[src/shared/irq_pin_regs.vh]
// constants for the external interrupt pin unit: register offsets, field positions,
// reset values and timing counts; assumes a byte-wide register port on one clock.
//
// Overview of operation
// bit 6 turns the internal pull off
// bit 5 picks falling or rising polarity
// pull follows polarity: down rising, up falling
// bit 4 enables the pin request function
// bit 3 flag shows detected pin event
// write 1 to bit 2 clears flag
// level mode keeps flag while pin asserted
// bit 1 raises cpu request while flagged
// bit 0 adds level sensing to edges
// synchronise pin, edges from successive samples
// reset clears all control bits and flag
`ifndef IRQ_PIN_REGS_VH
`define IRQ_PIN_REGS_VH

// register offsets (byte-wide registers, one address each)
`define ADDR_STATUS_CONTROL 4'h0
`define ADDR_INT_STATUS 4'h1
`define ADDR_INT_MASK 4'h2

// field positions of the status and control register
`define BIT_PULL_DISABLE 6
`define BIT_EDGE_POLARITY 5
`define BIT_PIN_FUNCTION_ENABLE 4
`define BIT_EVENT_FLAG 3
`define BIT_EVENT_ACKNOWLEDGE 2
`define BIT_INTERRUPT_ENABLE 1
`define BIT_DETECTION_MODE 0

// mask of writable control bits: 6, 5, 4, 1, 0
`define CONTROL_WRITE_MASK 8'h73

// reset values
`define RESET_CONTROL 8'h00
`define RESET_INT_MASK 2'h0

// synchroniser depth in clock cycles
`define SYNC_STAGES 2

`endif

[src/rtl/sync_stage.v]
// two flip-flop synchroniser for one level input.
// assumes one clock; the first stage is read only by the second.
`timescale 1ns/1ps

module sync_stage (
  input wire clock_in,
  input wire reset_n_in,
  input wire level_in,
  output wire level_out
);
  reg meta_q; // first stage, read only by the second
  reg sync_q; // second stage, safe to use

  // synchronous reset to a constant, then shift the level through
  always @(posedge clock_in) begin
    if (!reset_n_in) begin
      meta_q <= 1'b0;
      sync_q <= 1'b0;
    end else begin
      meta_q <= level_in;
      sync_q <= meta_q;
    end
  end

  assign level_out = sync_q;
endmodule

[src/rtl/ext_irq_pin.v]
// external interrupt request pin unit: one status and control register,
// pin edge/level detection, pull device control and a cpu request.
// assumes a simple register port, read data one cycle after the read strobe,
// and a pin input that may be asynchronous to clock_in.
`timescale 1ns/1ps
`include "irq_pin_regs.vh"

module ext_irq_pin (
  input wire clock_in,
  input wire reset_n_in,
  input wire [3:0] addr_in,
  input wire [7:0] wdata_in,
  input wire write_in,
  input wire read_in,
  output reg [7:0] rdata_out,
  input wire irq_pin_in,
  output reg pull_up_en_out,
  output reg pull_down_en_out,
  output wire cpu_irq_out,
  output wire irq_out
);

  // control bits
  reg pull_disable_q;
  reg edge_polarity_q;
  reg pin_function_enable_q;
  reg interrupt_enable_q;
  reg detection_mode_q;
  reg event_flag_q;
  reg event_flag_d;

  // interrupt status (sticky, cleared on read) and mask
  // bit 0: event detected, bit 1: acknowledge refused by asserted level
  reg [1:0] int_status_q;
  reg [1:0] int_status_d;
  reg [1:0] int_mask_q;

  // pin sampling
  wire pin_sync; // synchronised pin level
  reg pin_prev_q; // previous synchronised sample
  reg pin_valid_q; // a previous sample exists since enable

  // decoded strobes
  wire wr_ctrl = write_in && (addr_in == `ADDR_STATUS_CONTROL);
  wire wr_mask = write_in && (addr_in == `ADDR_INT_MASK);
  wire rd_stat = read_in && (addr_in == `ADDR_INT_STATUS);
  wire ack = wr_ctrl && wdata_in[`BIT_EVENT_ACKNOWLEDGE];

  // pin synchroniser
  sync_stage u_sync (
    .clock_in(clock_in),
    .reset_n_in(reset_n_in),
    .level_in(irq_pin_in),
    .level_out(pin_sync)
  );

  // pin level in asserted sense: high means the selected polarity is active
  wire pin_asserted = edge_polarity_q ? pin_sync : ~pin_sync;
  wire prev_asserted = edge_polarity_q ? pin_prev_q : ~pin_prev_q;

  // edge found by comparing successive samples; the valid bit stops a
  // false edge when the function is switched on with the pin already active
  wire edge_hit = pin_valid_q && pin_asserted && !prev_asserted;
  wire level_hit = detection_mode_q && pin_asserted;
  wire event_hit = pin_function_enable_q && (edge_hit || level_hit);

  // sample history; the valid bit is cleared while the function is disabled, the previous sample always follows the pin
  always @(posedge clock_in) begin
    if (!reset_n_in) begin
      pin_prev_q <= 1'b0;
      pin_valid_q <= 1'b0;
    end else begin
      pin_prev_q <= pin_sync;
      pin_valid_q <= pin_function_enable_q;
    end
  end

  // event flag: a new event wins over an acknowledge in the same cycle,
  // which also keeps the flag while level mode sees an asserted pin
  always @* begin
    event_flag_d = event_flag_q;
    if (ack) begin
      event_flag_d = 1'b0;
    end
    if (event_hit) begin
      event_flag_d = 1'b1;
    end
  end

  // control register and flag
  always @(posedge clock_in) begin
    if (!reset_n_in) begin
      pull_disable_q <= 1'b0;
      edge_polarity_q <= 1'b0;
      pin_function_enable_q <= 1'b0;
      interrupt_enable_q <= 1'b0;
      detection_mode_q <= 1'b0;
      event_flag_q <= 1'b0;
    end else begin
      event_flag_q <= event_flag_d;
      if (wr_ctrl) begin
        pull_disable_q <= wdata_in[`BIT_PULL_DISABLE];
        edge_polarity_q <= wdata_in[`BIT_EDGE_POLARITY];
        pin_function_enable_q <= wdata_in[`BIT_PIN_FUNCTION_ENABLE];
        interrupt_enable_q <= wdata_in[`BIT_INTERRUPT_ENABLE];
        detection_mode_q <= wdata_in[`BIT_DETECTION_MODE];
      end
    end
  end

  // sticky status: set wins over the clear made by reading it
  always @* begin
    int_status_d = int_status_q;
    if (rd_stat) begin
      int_status_d = 2'h0;
    end
    if (event_hit && !event_flag_q) begin
      int_status_d[0] = 1'b1;
    end
    if (ack && event_hit && detection_mode_q) begin
      int_status_d[1] = 1'b1;
    end
  end

  // status and mask registers
  always @(posedge clock_in) begin
    if (!reset_n_in) begin
      int_status_q <= 2'h0;
      int_mask_q <= `RESET_INT_MASK;
    end else begin
      int_status_q <= int_status_d;
      if (wr_mask) begin
        int_mask_q <= wdata_in[1:0];
      end
    end
  end

  // pull device: only with the function on and the pull not disabled
  always @(posedge clock_in) begin
    if (!reset_n_in) begin
      pull_up_en_out <= 1'b0;
      pull_down_en_out <= 1'b0;
    end else begin
      pull_up_en_out <= pin_function_enable_q && !pull_disable_q && !edge_polarity_q;
      pull_down_en_out <= pin_function_enable_q && !pull_disable_q && edge_polarity_q;
    end
  end

  // read data one cycle after the strobe; acknowledge bit reads zero,
  // unmapped addresses read zero, idle cycles hold zero
  always @(posedge clock_in) begin
    if (!reset_n_in) begin
      rdata_out <= 8'h00;
    end else if (read_in) begin
      case (addr_in)
        `ADDR_STATUS_CONTROL: begin
          rdata_out <= {1'b0, pull_disable_q, edge_polarity_q, pin_function_enable_q,
                        event_flag_q, 1'b0, interrupt_enable_q, detection_mode_q};
        end
        `ADDR_INT_STATUS: begin
          rdata_out <= {6'h00, int_status_q};
        end
        `ADDR_INT_MASK: begin
          rdata_out <= {6'h00, int_mask_q};
        end
        default: begin
          rdata_out <= 8'h00;
        end
      endcase
    end else begin
      rdata_out <= 8'h00;
    end
  end

  // cpu request follows the flag while enabled
  assign cpu_irq_out = interrupt_enable_q && event_flag_q;
  // summary interrupt from the sticky status register
  assign irq_out = |(int_status_q & int_mask_q);

endmodule

[config.mk]
export PLATFORM = sky130hd
export DESIGN_NAME = ext_irq_pin
export DESIGN_NICKNAME = d
export VERILOG_FILES = /design/src/rtl/sync_stage.v /design/src/rtl/ext_irq_pin.v
export VERILOG_INCLUDE_DIRS = /design/src /design/src/shared
export SDC_FILE = /design/constraint.sdc
export NUM_CORES = 1
export LEC_CHECK = 0
export BUFFER_PORTS_ARGS = -buffer_cell sky130_fd_sc_hd__buf_2
export CAP_MARGIN = 25
export CORE_UTILIZATION = 45
export CTS_CLUSTER_DIAMETER = 50
export DETAILED_ROUTE_END_ITERATION = 16
export MAX_ROUTING_LAYER = met4
export PLACE_DENSITY = 0.77
export SKIP_CTS_REPAIR_TIMING = 1
export SLEW_MARGIN = 20
export SYNTH_ARGS = -nofsm -noshare
export SYNTH_HDL_FRONTEND = slang
export SYNTH_SLANG_ARGS = --single-unit
[constraint.sdc]
create_clock -name clock_in -period 1.1 [get_ports clock_in]
set_input_delay 0.11 -clock clock_in [delete_from_list [all_inputs] [get_ports clock_in]]
set_output_delay 0.11 -clock clock_in [all_outputs]
set_load 0.005 [all_outputs]
==> summary.txt, run 1 <==
Critical path
  • CP startpoint: int_mask_q[1]
  • FF-to-FF End: int_status_q[0]
  • Crit path buf inv count: 1
  • R2r startpoint: pin_valid_q
  • Worst EP arrival: about 990 ps
  • Instance count on the critical path: 2
  • R2R depth: 4
  • Worst path cell trace: a22o_1, buf_2
  • Crit path capture: irq_out
  • CP Capture Type: output port
  • Critical path type: reg -> out
  • R2R setup slack: around 40 ps
  • Critical Path RT: just under 1000 ps
  • Worst path max stage delay: 340 ps
  • Worst-path fanout max: 2
  • Startpoint Class: flop
  • Crit-path slowest cell: dfxtp_2
  • Critical path's top delay family: flip-flops

STA
  • Final worst slack: -1.73 ps
  • F_max: 908 MHz
  • Final hold slack: 9.02 ps
  • Min Tclk post-route: around 1100 ps
  • Final hold viol count: 0
  • Final Skew: ~7 ps
  • # setup viols final: 1
  • Crit share post-route: 100%
  • RSZ-0062 raised after global routing: yes
  • Fin Setup TNS: -1.73 ps
  • Max-slew violation count: 0

Synth
  • Register area share after synthesis: approximately 50%
  • Synth Area per Inst: 9.67 µm²
  • Post-synth EDFFs: 0
  • Commonest register cell after synthesis: dfxtp_1
  • Most frequent cell after synthesis: dfxtp_1
  • Synth unique cells: 28
  • Top-area cell type share of the netlist area: between 50 and 60%
  • Largest cells by area after synthesis: dfxtp_1 (50%), nand2_1 (6.0%), and2_1 (5.0%)
  • Post-Synthesis Cell Area: between 800 and 900 µm²
  • Post-Synthesis Cells: 91
  • Ys async rst share: 0%
  • Syn. warnings: 0
  • Synth area leader: dfxtp_1
  • Yosys reg bits: 22
  • Synth top cells by count: dfxtp_1 (22), nand2_1 (14), and2_1 (7)

Cells and area
  • Layout cells sized above 1: approximately two fifths
  • FILL cells: ~150
  • Multi-input gate area: between 400 and 500 µm²
  • Layout overhead on the synthesized area: 28.7%
  • Register area: between 400 and 500 µm²
  • Antenna Cells: 0
  • NumNets Final: about 140
  • Post-route cell area: between 1000 and 1500 µm²

Floorplanning
  • DIE AREA: roughly 2100 µm²
  • Starting Density: 49.3%
  • Core Area: approximately 1800 µm²
  • Row Count: 15
  • I/O pin count: 29
  • Die height: ~46 µm
  • Die W: roughly 46 µm

GRT
  • Initial antenna violation count: 0
  • Vias in the first global route: 603
  • Gr usage total: between 10% and 20%
  • Largest net degree at the start of global routing: 17
  • Total gr overflow: 0
  • First-pass GRT wire length: approximately 2600 µm

Drt
  • Total detailed-routing wirelength: ~1700 µm
  • DRC errors left: 0
  • Vias: just over 700
  • Via/cell ratio: around 4.8
  • Metal-1 WL: about 850 µm
  • Wire per inst: ~11 µm
  • Antenna Nets Post-Route: 0
  • Met2 WL: 718 µm
  • TritonRoute pass-1 iters: 4
  • Initial drt markers: 19
  • WL met3: approximately 60 µm
  • Top sig layer: met4

Status
  • Failing checks: setup timing
  • Status: finished with violations

Power and ir drop
  • Sequential Power Share: a little over half
  • Leakage power figure: between 0.5 and 0.6 nW
  • Power Dens Cells: 1340 nW/µm²
  • Switch share: 19.8%
  • Power share of the clock group: between 40% and 50%
  • P_int: between 1 and 1.5 mW
  • Max VDD drop: 0.823 mV
  • Switching power: around 300 µW
  • Logic pwr share: 5.6%

Clock network
  • Clock slew at reported path FFs: ~120 ps
  • CTS tree: built
  • CTS buffer count: 3
  • H-tree depth: 1
  • Clock latency on the worst-skew pair: roughly 320 ps
  • CTS sink count: 22
  • Max Buffers Root-to-Sink: 2
  • Root buf cell: clkbuf_4

Placed design
  • DP Worst Slack: 8.10 ps
  • Area post-placement: between 1000 and 1500 µm²
  • Number of I/O port buffers: 24
  • Gp weighted congestion: a little over 0.8
  • Dpl hpwl: around 1200 µm

Min path
  • Hold/Removal Path Class: in -> reg

Flow run
  • Max-cap check violation count: 0
==> tightest hold or removal path, delay by kind of cell <==
kind / cells / cell delay (ps)
compound gates: 1 / 50
buf+inv: 1 / 100
simple gates: 1 / 50
==> cell usage in the layout (no fill, tap or decap), types with 2 or more instances in the layout <==
cell type / Yosys / layout
nor3b_2: 2 / 2
a21boi_1: 5 / 5
nor2_1: 4 / 4
buf_2: 0 / 24
inv_1: 2 / 2
dfxtp_2: 0 / 5
nand2_1: 14 / 14
and2_1: 7 / 7
nor3_1: 2 / 2
clkbuf_4: 0 / 3
mux2i_1: 4 / 4
dfxtp_1: 22 / 17
and3_1: 2 / 2
conb_1: 1 / 2
a21oi_1: 3 / 3
buf_4: 3 / 7
nor2b_1: 6 / 6
==> how the worst min path moves through the flow <==
stage                      from              end  slack [ps]  depth (start not counted)
finish              wdata_in[5]  edge_polarity_q           9                          3
global route        wdata_in[6]   pull_disable_q          20                          3
CTS                  irq_pin_in    u_sync.meta_q         -20                          2
detailed placement   irq_pin_in    u_sync.meta_q         320                          2
global placement     irq_pin_in    u_sync.meta_q         320                          2
floorplan            irq_pin_in    u_sync.meta_q         240                          1
==> per-layer routing <==
| layer | vias to the layer above | global-route usage [%] |
|---|---|---|
| met4 | 0 | 12.4 |
| met1 | 319 | 22.8 |
| met2 | 22 | 25.1 |
| met3 | 5 | 3.53 |
| li1 | 364 | - |
| met5 | - | - |
==> logic make-up (layout without fill, tap and decap cells) <==
family                    count (synthesis)  after routing  share of synthesized area [%]
and+or+nand+nor                          41             41                           25.6
DFF                                      22             22                           50.1
AOI/OAI and AO/OA                        15             15                           13.2
buffers and inverters                     7             38                           5.12
muxes                                     4              4                           4.55
other                                     1              2                          0.426
xor gates and xnor gates                  1              1                          0.996
==> flip-flops by register name, summed over array words and instances, names as in the netlist <==
signal                 cells
interrupt_enable_q         1
pull_up_en_out             1
int_mask_q                 2
edge_polarity_q            1
rdata_out                  6
detection_mode_q           1
u_sync.level_out           1
u_sync.meta_q              1
pin_function_enable_q      1
pin_prev_q                 1
pull_disable_q             1
event_flag_q               1
int_status_q               2
pin_valid_q                1
pull_down_en_out           1
==> through the flow <==
stage / total power [mW] / std cells / utilization, %
floorplan: 0.874 / 92 / -
global placement: 0.907 / 142 / 58.5
detailed placement: 0.909 / 142 / 58.5
CTS: 1.52 / 146 / 61.4
global route: 1.58 / 148 / 63.5
finish: 1.52 / 148 / 63.5
==> cell type report <==
type / instances / share of cell area [%]
inverter: 2 / 0.663
tap: 25 / 2.76
timing repair buffer: 32 / 16.1
multi-input combinational: 63 / 36.4
clock inverter: 1 / 2.65
clock buffer: 3 / 1.99
sequential: 22 / 39.4
==> power by group through the flow <==
| stage | logic (mW) | registers (mW) | clock network [mW] |
|---|---|---|---|
| after floorplan | 0.0468 | 0.827 | 0 |
| after global placement | 0.0792 | 0.827 | 0 |
| after detailed placement | 0.0809 | 0.828 | 0 |
| after CTS | 0.0815 | 0.810 | 0.632 |
| after global routing | 0.0941 | 0.813 | 0.669 |
| final | 0.0853 | 0.811 | 0.623 |
Power figures use the tool's default switching activity.
==> run 2, diff against run 1 <==
--- a/config.mk
+++ b/config.mk
@@ -8,6 +8,7 @@
 export LEC_CHECK = 0
 export BUFFER_PORTS_ARGS = -buffer_cell sky130_fd_sc_hd__buf_2
 export CAP_MARGIN = 25
+export CORE_ASPECT_RATIO = 1.5
 export CORE_UTILIZATION = 45
 export CTS_CLUSTER_DIAMETER = 50
 export DETAILED_ROUTE_END_ITERATION = 16
==> run 2 against run 1 <==
- critical endpoint unchanged
- power fell by 0.75%
- non-clock buffer count increased by 3
- utilization fell by 0.15 points
- highest routed layer unchanged
- register-to-register slack worse by 40 ps
- global-route usage up 0.94 points
- the flow still finishes with violations (setup timing)
- sequential cell count stayed put
- clock-buffer cell count did not move
- critical path depth stayed put
- combinational power is 7.9% higher
==> summary.txt, run 2 (same netlist as run 1, synthesis figures left out) <==
STA
  • Max-slew violation count: 0
  • Min Tclk post-route: 1100 ps
  • Crit share post-route: 100%
  • Final worst slack: -4.12 ps
  • # setup viols final: 1
  • Final Skew: around 3.9 ps
  • RSZ-0062 raised after global routing: yes
  • F_max: roughly 910 MHz
  • Final hold viol count: 0

Critical path
  • Worst path max stage delay: between 300 and 400 ps
  • Crit path buf inv count: 1
  • R2r startpoint: pin_valid_q
  • R2R depth: 4
  • Critical path type: reg -> out
  • Crit-path slowest cell: dfxtp_2
  • Worst-path fanout max: 3
  • Critical path's top delay family: flip-flops
  • Startpoint Class: flop
  • Worst EP arrival: slightly below 1000 ps
  • Critical Path RT: between 900 and 1000 ps
  • R2R setup slack: -4 ps
  • Worst path cell trace: a22o_1, buf_2
  • CP Capture Type: output port
  • FF-to-FF End: int_status_q[0]

Drt
  • Total detailed-routing wirelength: between 1500 and 2000 µm
  • Wire per inst: 11.3 µm
  • Initial drt markers: 12
  • Antenna Nets Post-Route: 0
  • TritonRoute pass-1 iters: 4
  • DRC errors left: 0
  • Vias: a little over 700
  • Via/cell ratio: just under 5

Cells and area
  • Post-route cell area: ~1200 µm²
  • Largest registers: rdata_out x6, int_mask_q x2, int_status_q x2
  • Multi-input gate area: between 400 and 500 µm²
  • Most common cell after layout, fill and taps aside: buf_2
  • Antenna Cells: 0
  • NumNets Final: about 140
  • Largest register FFs: 6
  • Biggest register: rdata_out
  • Post-route insts no fill: roughly 150
  • FILL cells: roughly 150
  • Layout overhead on the synthesized area: 31.9%
  • Commonest cells after routing, fill and taps aside: buf_2 (24), dfxtp_1 (18), nand2_1 (14)
  • Register area: 448 µm²
  • Layout cells sized above 1: approximately two fifths

GRT
  • First-pass GRT wire length: 2740 µm
  • Total gr overflow: 0
  • Largest net degree at the start of global routing: 14
  • Gr usage total: 18.8%
  • Initial antenna violation count: 0
  • Vias in the first global route: 649

Status
  • Status: finished with violations
  • Failing checks: setup timing

Min path
  • Hold Path Depth: 3
  • Hold endpoint: edge_polarity_q
  • Hold Startpoint: wdata_in[5]
  • Hold/Removal Path Class: in -> reg

Clock network
  • CTS tree: built
  • CTS sink count: 22
  • H-tree depth: 1
  • CTS buffer count: 3
  • Root buf cell: clkbuf_4
  • Clock slew at reported path FFs: 120 ps
  • Max Buffers Root-to-Sink: 2
  • Clock latency on the worst-skew pair: 310 ps

Placed design
  • DP Worst Slack: -41.8 ps
  • Area post-placement: ~1100 µm²
  • Gp weighted congestion: between 0.8 and 0.9
  • Number of I/O port buffers: 24
  • Placed insts: 142
  • Dpl hpwl: approximately 1200 µm

Floorplanning
  • Starting Density: slightly below 50%
  • Core Area: about 1800 µm²
  • I/O pin count: 29
  • DIE AREA: approximately 2100 µm²
  • Die height: around 56 µm
  • Row Count: 19
  • Die W: about 38 µm

Power and ir drop
  • Power Dens Cells: ~1300 nW/µm²
  • Leakage power figure: around 0.54 nW
  • Max VDD drop: between 1 and 1.5 mV

Flow run
  • Max-cap check violation count: 0
[run 2: worst max path at each step]
stage               slack, ps               to             startpoint  cells past startpoint
detailed placement        -40  int_status_q[0]            pin_valid_q                      5
floorplan                  90  int_status_q[0]  pin_function_enable_q                      3
global route              -40  int_status_q[0]             pin_prev_q                      4
CTS                       -90  int_status_q[0]            pin_valid_q                      5
global placement          -20  int_status_q[0]            pin_valid_q                      5
finish                     -4          irq_out        int_status_q[1]                      2
[run 2: metal layers]
layer	wire [µm]	GRT usage [%]	share of wire [%]	vias to the layer above
li1	-	-	-	375
met1	718	21.4	43	318
met2	878	28.8	53	14
met3	41	3.60	2.5	2
met4	27	12.2	1.6	0
met5	0	-	0	-
[run 2: power by group]
group | total [mW] | internal, mW | switching (mW)
sequential | 0.809 | 0.803 | 0.00637
combinational | 0.0920 | 0.0499 | 0.0421
clock | 0.607 | 0.368 | 0.239
total | 1.51 | 1.22 | 0.287
[run 2: cell type report]
class	count	area share, %
multi-input cells	63	36.2
repair buffers	35	17.7
inverters	2	0.647
well taps	21	2.27
flip-flops and latches	22	38.6
clock buffers	3	1.94
clock inverters	1	2.59
[run 2: worst min-delay path, cell delays in order]
cell and delay (ps):
buf_2 90, nand2_1 40, a21boi_1 50
[run 2: per-stage QoR]
| step | hold WS, ps | power (mW) | TNS [ps] | utilization (%) |
|---|---|---|---|---|
| finish | 19.9 | 1.51 | -4.12 | 63.4 |
| global route | 6.10 | 1.58 | -86.6 | 63.4 |
| CTS | -9.10 | 1.53 | -143 | 61.2 |
| detailed placement | 323 | 0.916 | -44.4 | 58.3 |
| global placement | 317 | 0.913 | -15.1 | 58.3 |
| floorplan | 237 | 0.874 | 0 | - |
==> run 3, diff against run 2 <==
--- a/config.mk
+++ b/config.mk
@@ -14,6 +14,7 @@
 export DETAILED_ROUTE_END_ITERATION = 16
 export MAX_ROUTING_LAYER = met4
 export PLACE_DENSITY = 0.77
+export SETUP_SLACK_MARGIN = 0.15
 export SKIP_CTS_REPAIR_TIMING = 1
 export SLEW_MARGIN = 20
 export SYNTH_ARGS = -nofsm -noshare
==> run 3 against run 2 <==
- the run still ends with setup timing left
- worst hold slack hardly changed
- sequential cell count unchanged
- power fell by 9.8%
- clock power fell by 26%
- first-iteration DRC count is 8.3% higher
- clock skew is 8.5 ps higher
- utilization increased by 2.6 points
- sequential share of layout area down 0.90 points
- critical path type is now reg -> reg
- largest cell class unchanged
- highest routed layer unchanged
==> summary.txt, run 3 (same netlist as run 1, synthesis figures left out) <==
Power and ir drop
  • Switching power: between 300 and 400 µW
  • Switch share: between 20% and 30%
  • Sequential Power Share: between 50% and 60%
  • Power share of the clock group: between 30% and 40%
  • Power Dens Cells: 1130 nW/µm²
  • Logic pwr share: ~7.4%
  • P_int: between 1 and 1.5 mW
  • Leakage power figure: between 0.5 and 0.6 nW
  • Max VDD drop: around 0.82 mV

Cells and area
  • Biggest register: rdata_out
  • Layout cells sized above 1: approximately 48%
  • Most common cell after layout, fill and taps aside: buf_2
  • Commonest cells after routing, fill and taps aside: buf_2 (23), dfxtp_1 (14), nand2_1 (13)
  • Post-route insts no fill: about 150
  • Antenna Cells: 0
  • NumNets Final: approximately 150
  • Post-route cell area: between 1000 and 1500 µm²
  • Layout overhead on the synthesized area: 37.3%
  • Finished Core Util: ~66%
  • Largest registers: rdata_out x6, int_mask_q x2, int_status_q x2
  • Largest register FFs: 6

Clock network
  • Clock latency on the worst-skew pair: between 300 and 400 ps
  • Max Buffers Root-to-Sink: 2
  • CTS sink count: 22
  • H-tree depth: 1
  • CTS tree: built
  • CTS buffer count: 3
  • Clock slew at reported path FFs: between 100 and 150 ps
  • Root buf cell: clkbuf_4

Floorplanning
  • I/O pin count: 29
  • Starting Density: 48.1%
  • Core Area: about 1800 µm²
  • Die W: roughly 38 µm
  • Row Count: 19
  • DIE AREA: ~2100 µm²
  • Die height: approximately 56 µm

Drt
  • Vias: around 770
  • Total detailed-routing wirelength: around 2000 µm
  • DRC errors left: 0
  • TritonRoute pass-1 iters: 4
  • Metal-1 WL: 728 µm
  • Antenna Nets Post-Route: 0
  • Initial drt markers: 13
  • Via/cell ratio: roughly 5.2
  • Wire per inst: 13.5 µm
  • WL met3: 144 µm
  • Top sig layer: met4
  • Met2 WL: 1080 µm

GRT
  • Gr usage total: between 10% and 20%
  • Total gr overflow: 0
  • Largest net degree at the start of global routing: 13
  • Vias in the first global route: approximately 700
  • Initial antenna violation count: 0
  • First-pass GRT wire length: just under 3000 µm

STA
  • Final worst slack: -69.5 ps
  • Final hold slack: ~20 ps
  • # setup viols final: 3
  • F_max: between 800 and 900 MHz
  • Final hold viol count: 0
  • RSZ-0062 raised after global routing: yes
  • Crit share post-route: 106%
  • Final Skew: about 12 ps
  • Min Tclk post-route: 1170 ps
  • Max-slew violation count: 0

Min path
  • Hold/Removal Path Class: in -> reg
  • Hold endpoint: edge_polarity_q
  • Hold Path Depth: 3
  • Hold Startpoint: wdata_in[5]

Critical path
  • Worst-path fanout max: 2
  • R2r startpoint: pin_valid_q
  • Critical path type: reg -> reg
  • Worst EP arrival: about 1400 ps
  • Critical Path RT: between 1000 and 1500 ps
  • CP Capture Type: flop
  • R2R setup slack: -70 ps
  • R2R depth: 5
  • FF-to-FF End: int_status_q[0]
  • Startpoint Class: flop

Placed design
  • Area post-placement: between 1000 and 1500 µm²
  • DP Worst Slack: -53.2 ps
  • Placed insts: roughly 140
  • Gp weighted congestion: between 0.8 and 0.9
  • Number of I/O port buffers: 24
  • Dpl hpwl: roughly 1300 µm

Status
  • Status: finished with violations
  • Failing checks: setup timing

Flow run
  • Max-cap check violation count: 0
## run 3: cell type report
class,count,area (µm²)
flip-flops and latches,22,455
inverters,2,7.51
clock buffers,4,36.3
well taps,21,26.3
fillers,153,623
repair buffers,37,234
multi-input cells,63,448
## run 3: critical path, cell delays in order, from the launching register on
cell,delay [ps]
dfxtp_2,340
nor2b_4,120
o2111ai_2,190
o41ai_2,100
buf_4,140
a32o_1,200
## run 3: worst max-delay path by stage
stage / startpoint / endpoint / slack (ps) / cells after the start
after floorplan: pin_function_enable_q / int_status_q[0] / 90 / 3
after global placement: pin_valid_q / int_status_q[0] / -20 / 5
after detailed placement: pin_valid_q / int_status_q[0] / -50 / 5
after CTS: pin_valid_q / int_status_q[0] / -60 / 5
after global routing: pin_prev_q / int_status_q[0] / -140 / 5
final: pin_valid_q / int_status_q[0] / -70 / 5
## run 3: per-stage QoR
step / setup TNS [ps] / total power, mW
2_1_floorplan: 0 / 0.874
3_3_place_gp: -15.5 / 0.913
3_5_place_dp: -59.3 / 0.916
4_1_cts: -101 / 1.35
5_1_grt: -266 / 1.40
6_report: -102 / 1.36
## run 3: power by group through the flow
stage               Sequential [mW]  Combinational [mW]  Clock [mW]
floorplan                     0.827              0.0468           0
global placement              0.827              0.0860           0
detailed placement            0.828              0.0883           0
CTS                           0.810              0.0896       0.453
global route                  0.811               0.108       0.485
finish                        0.810               0.100       0.450
## run 3: layer usage
layer  vias up  global-route usage, %
met4         0                   9.18
met1       350                   21.8
met5         -                      -
met3        11                   3.60
li1        376                      -
met2        32                   32.2
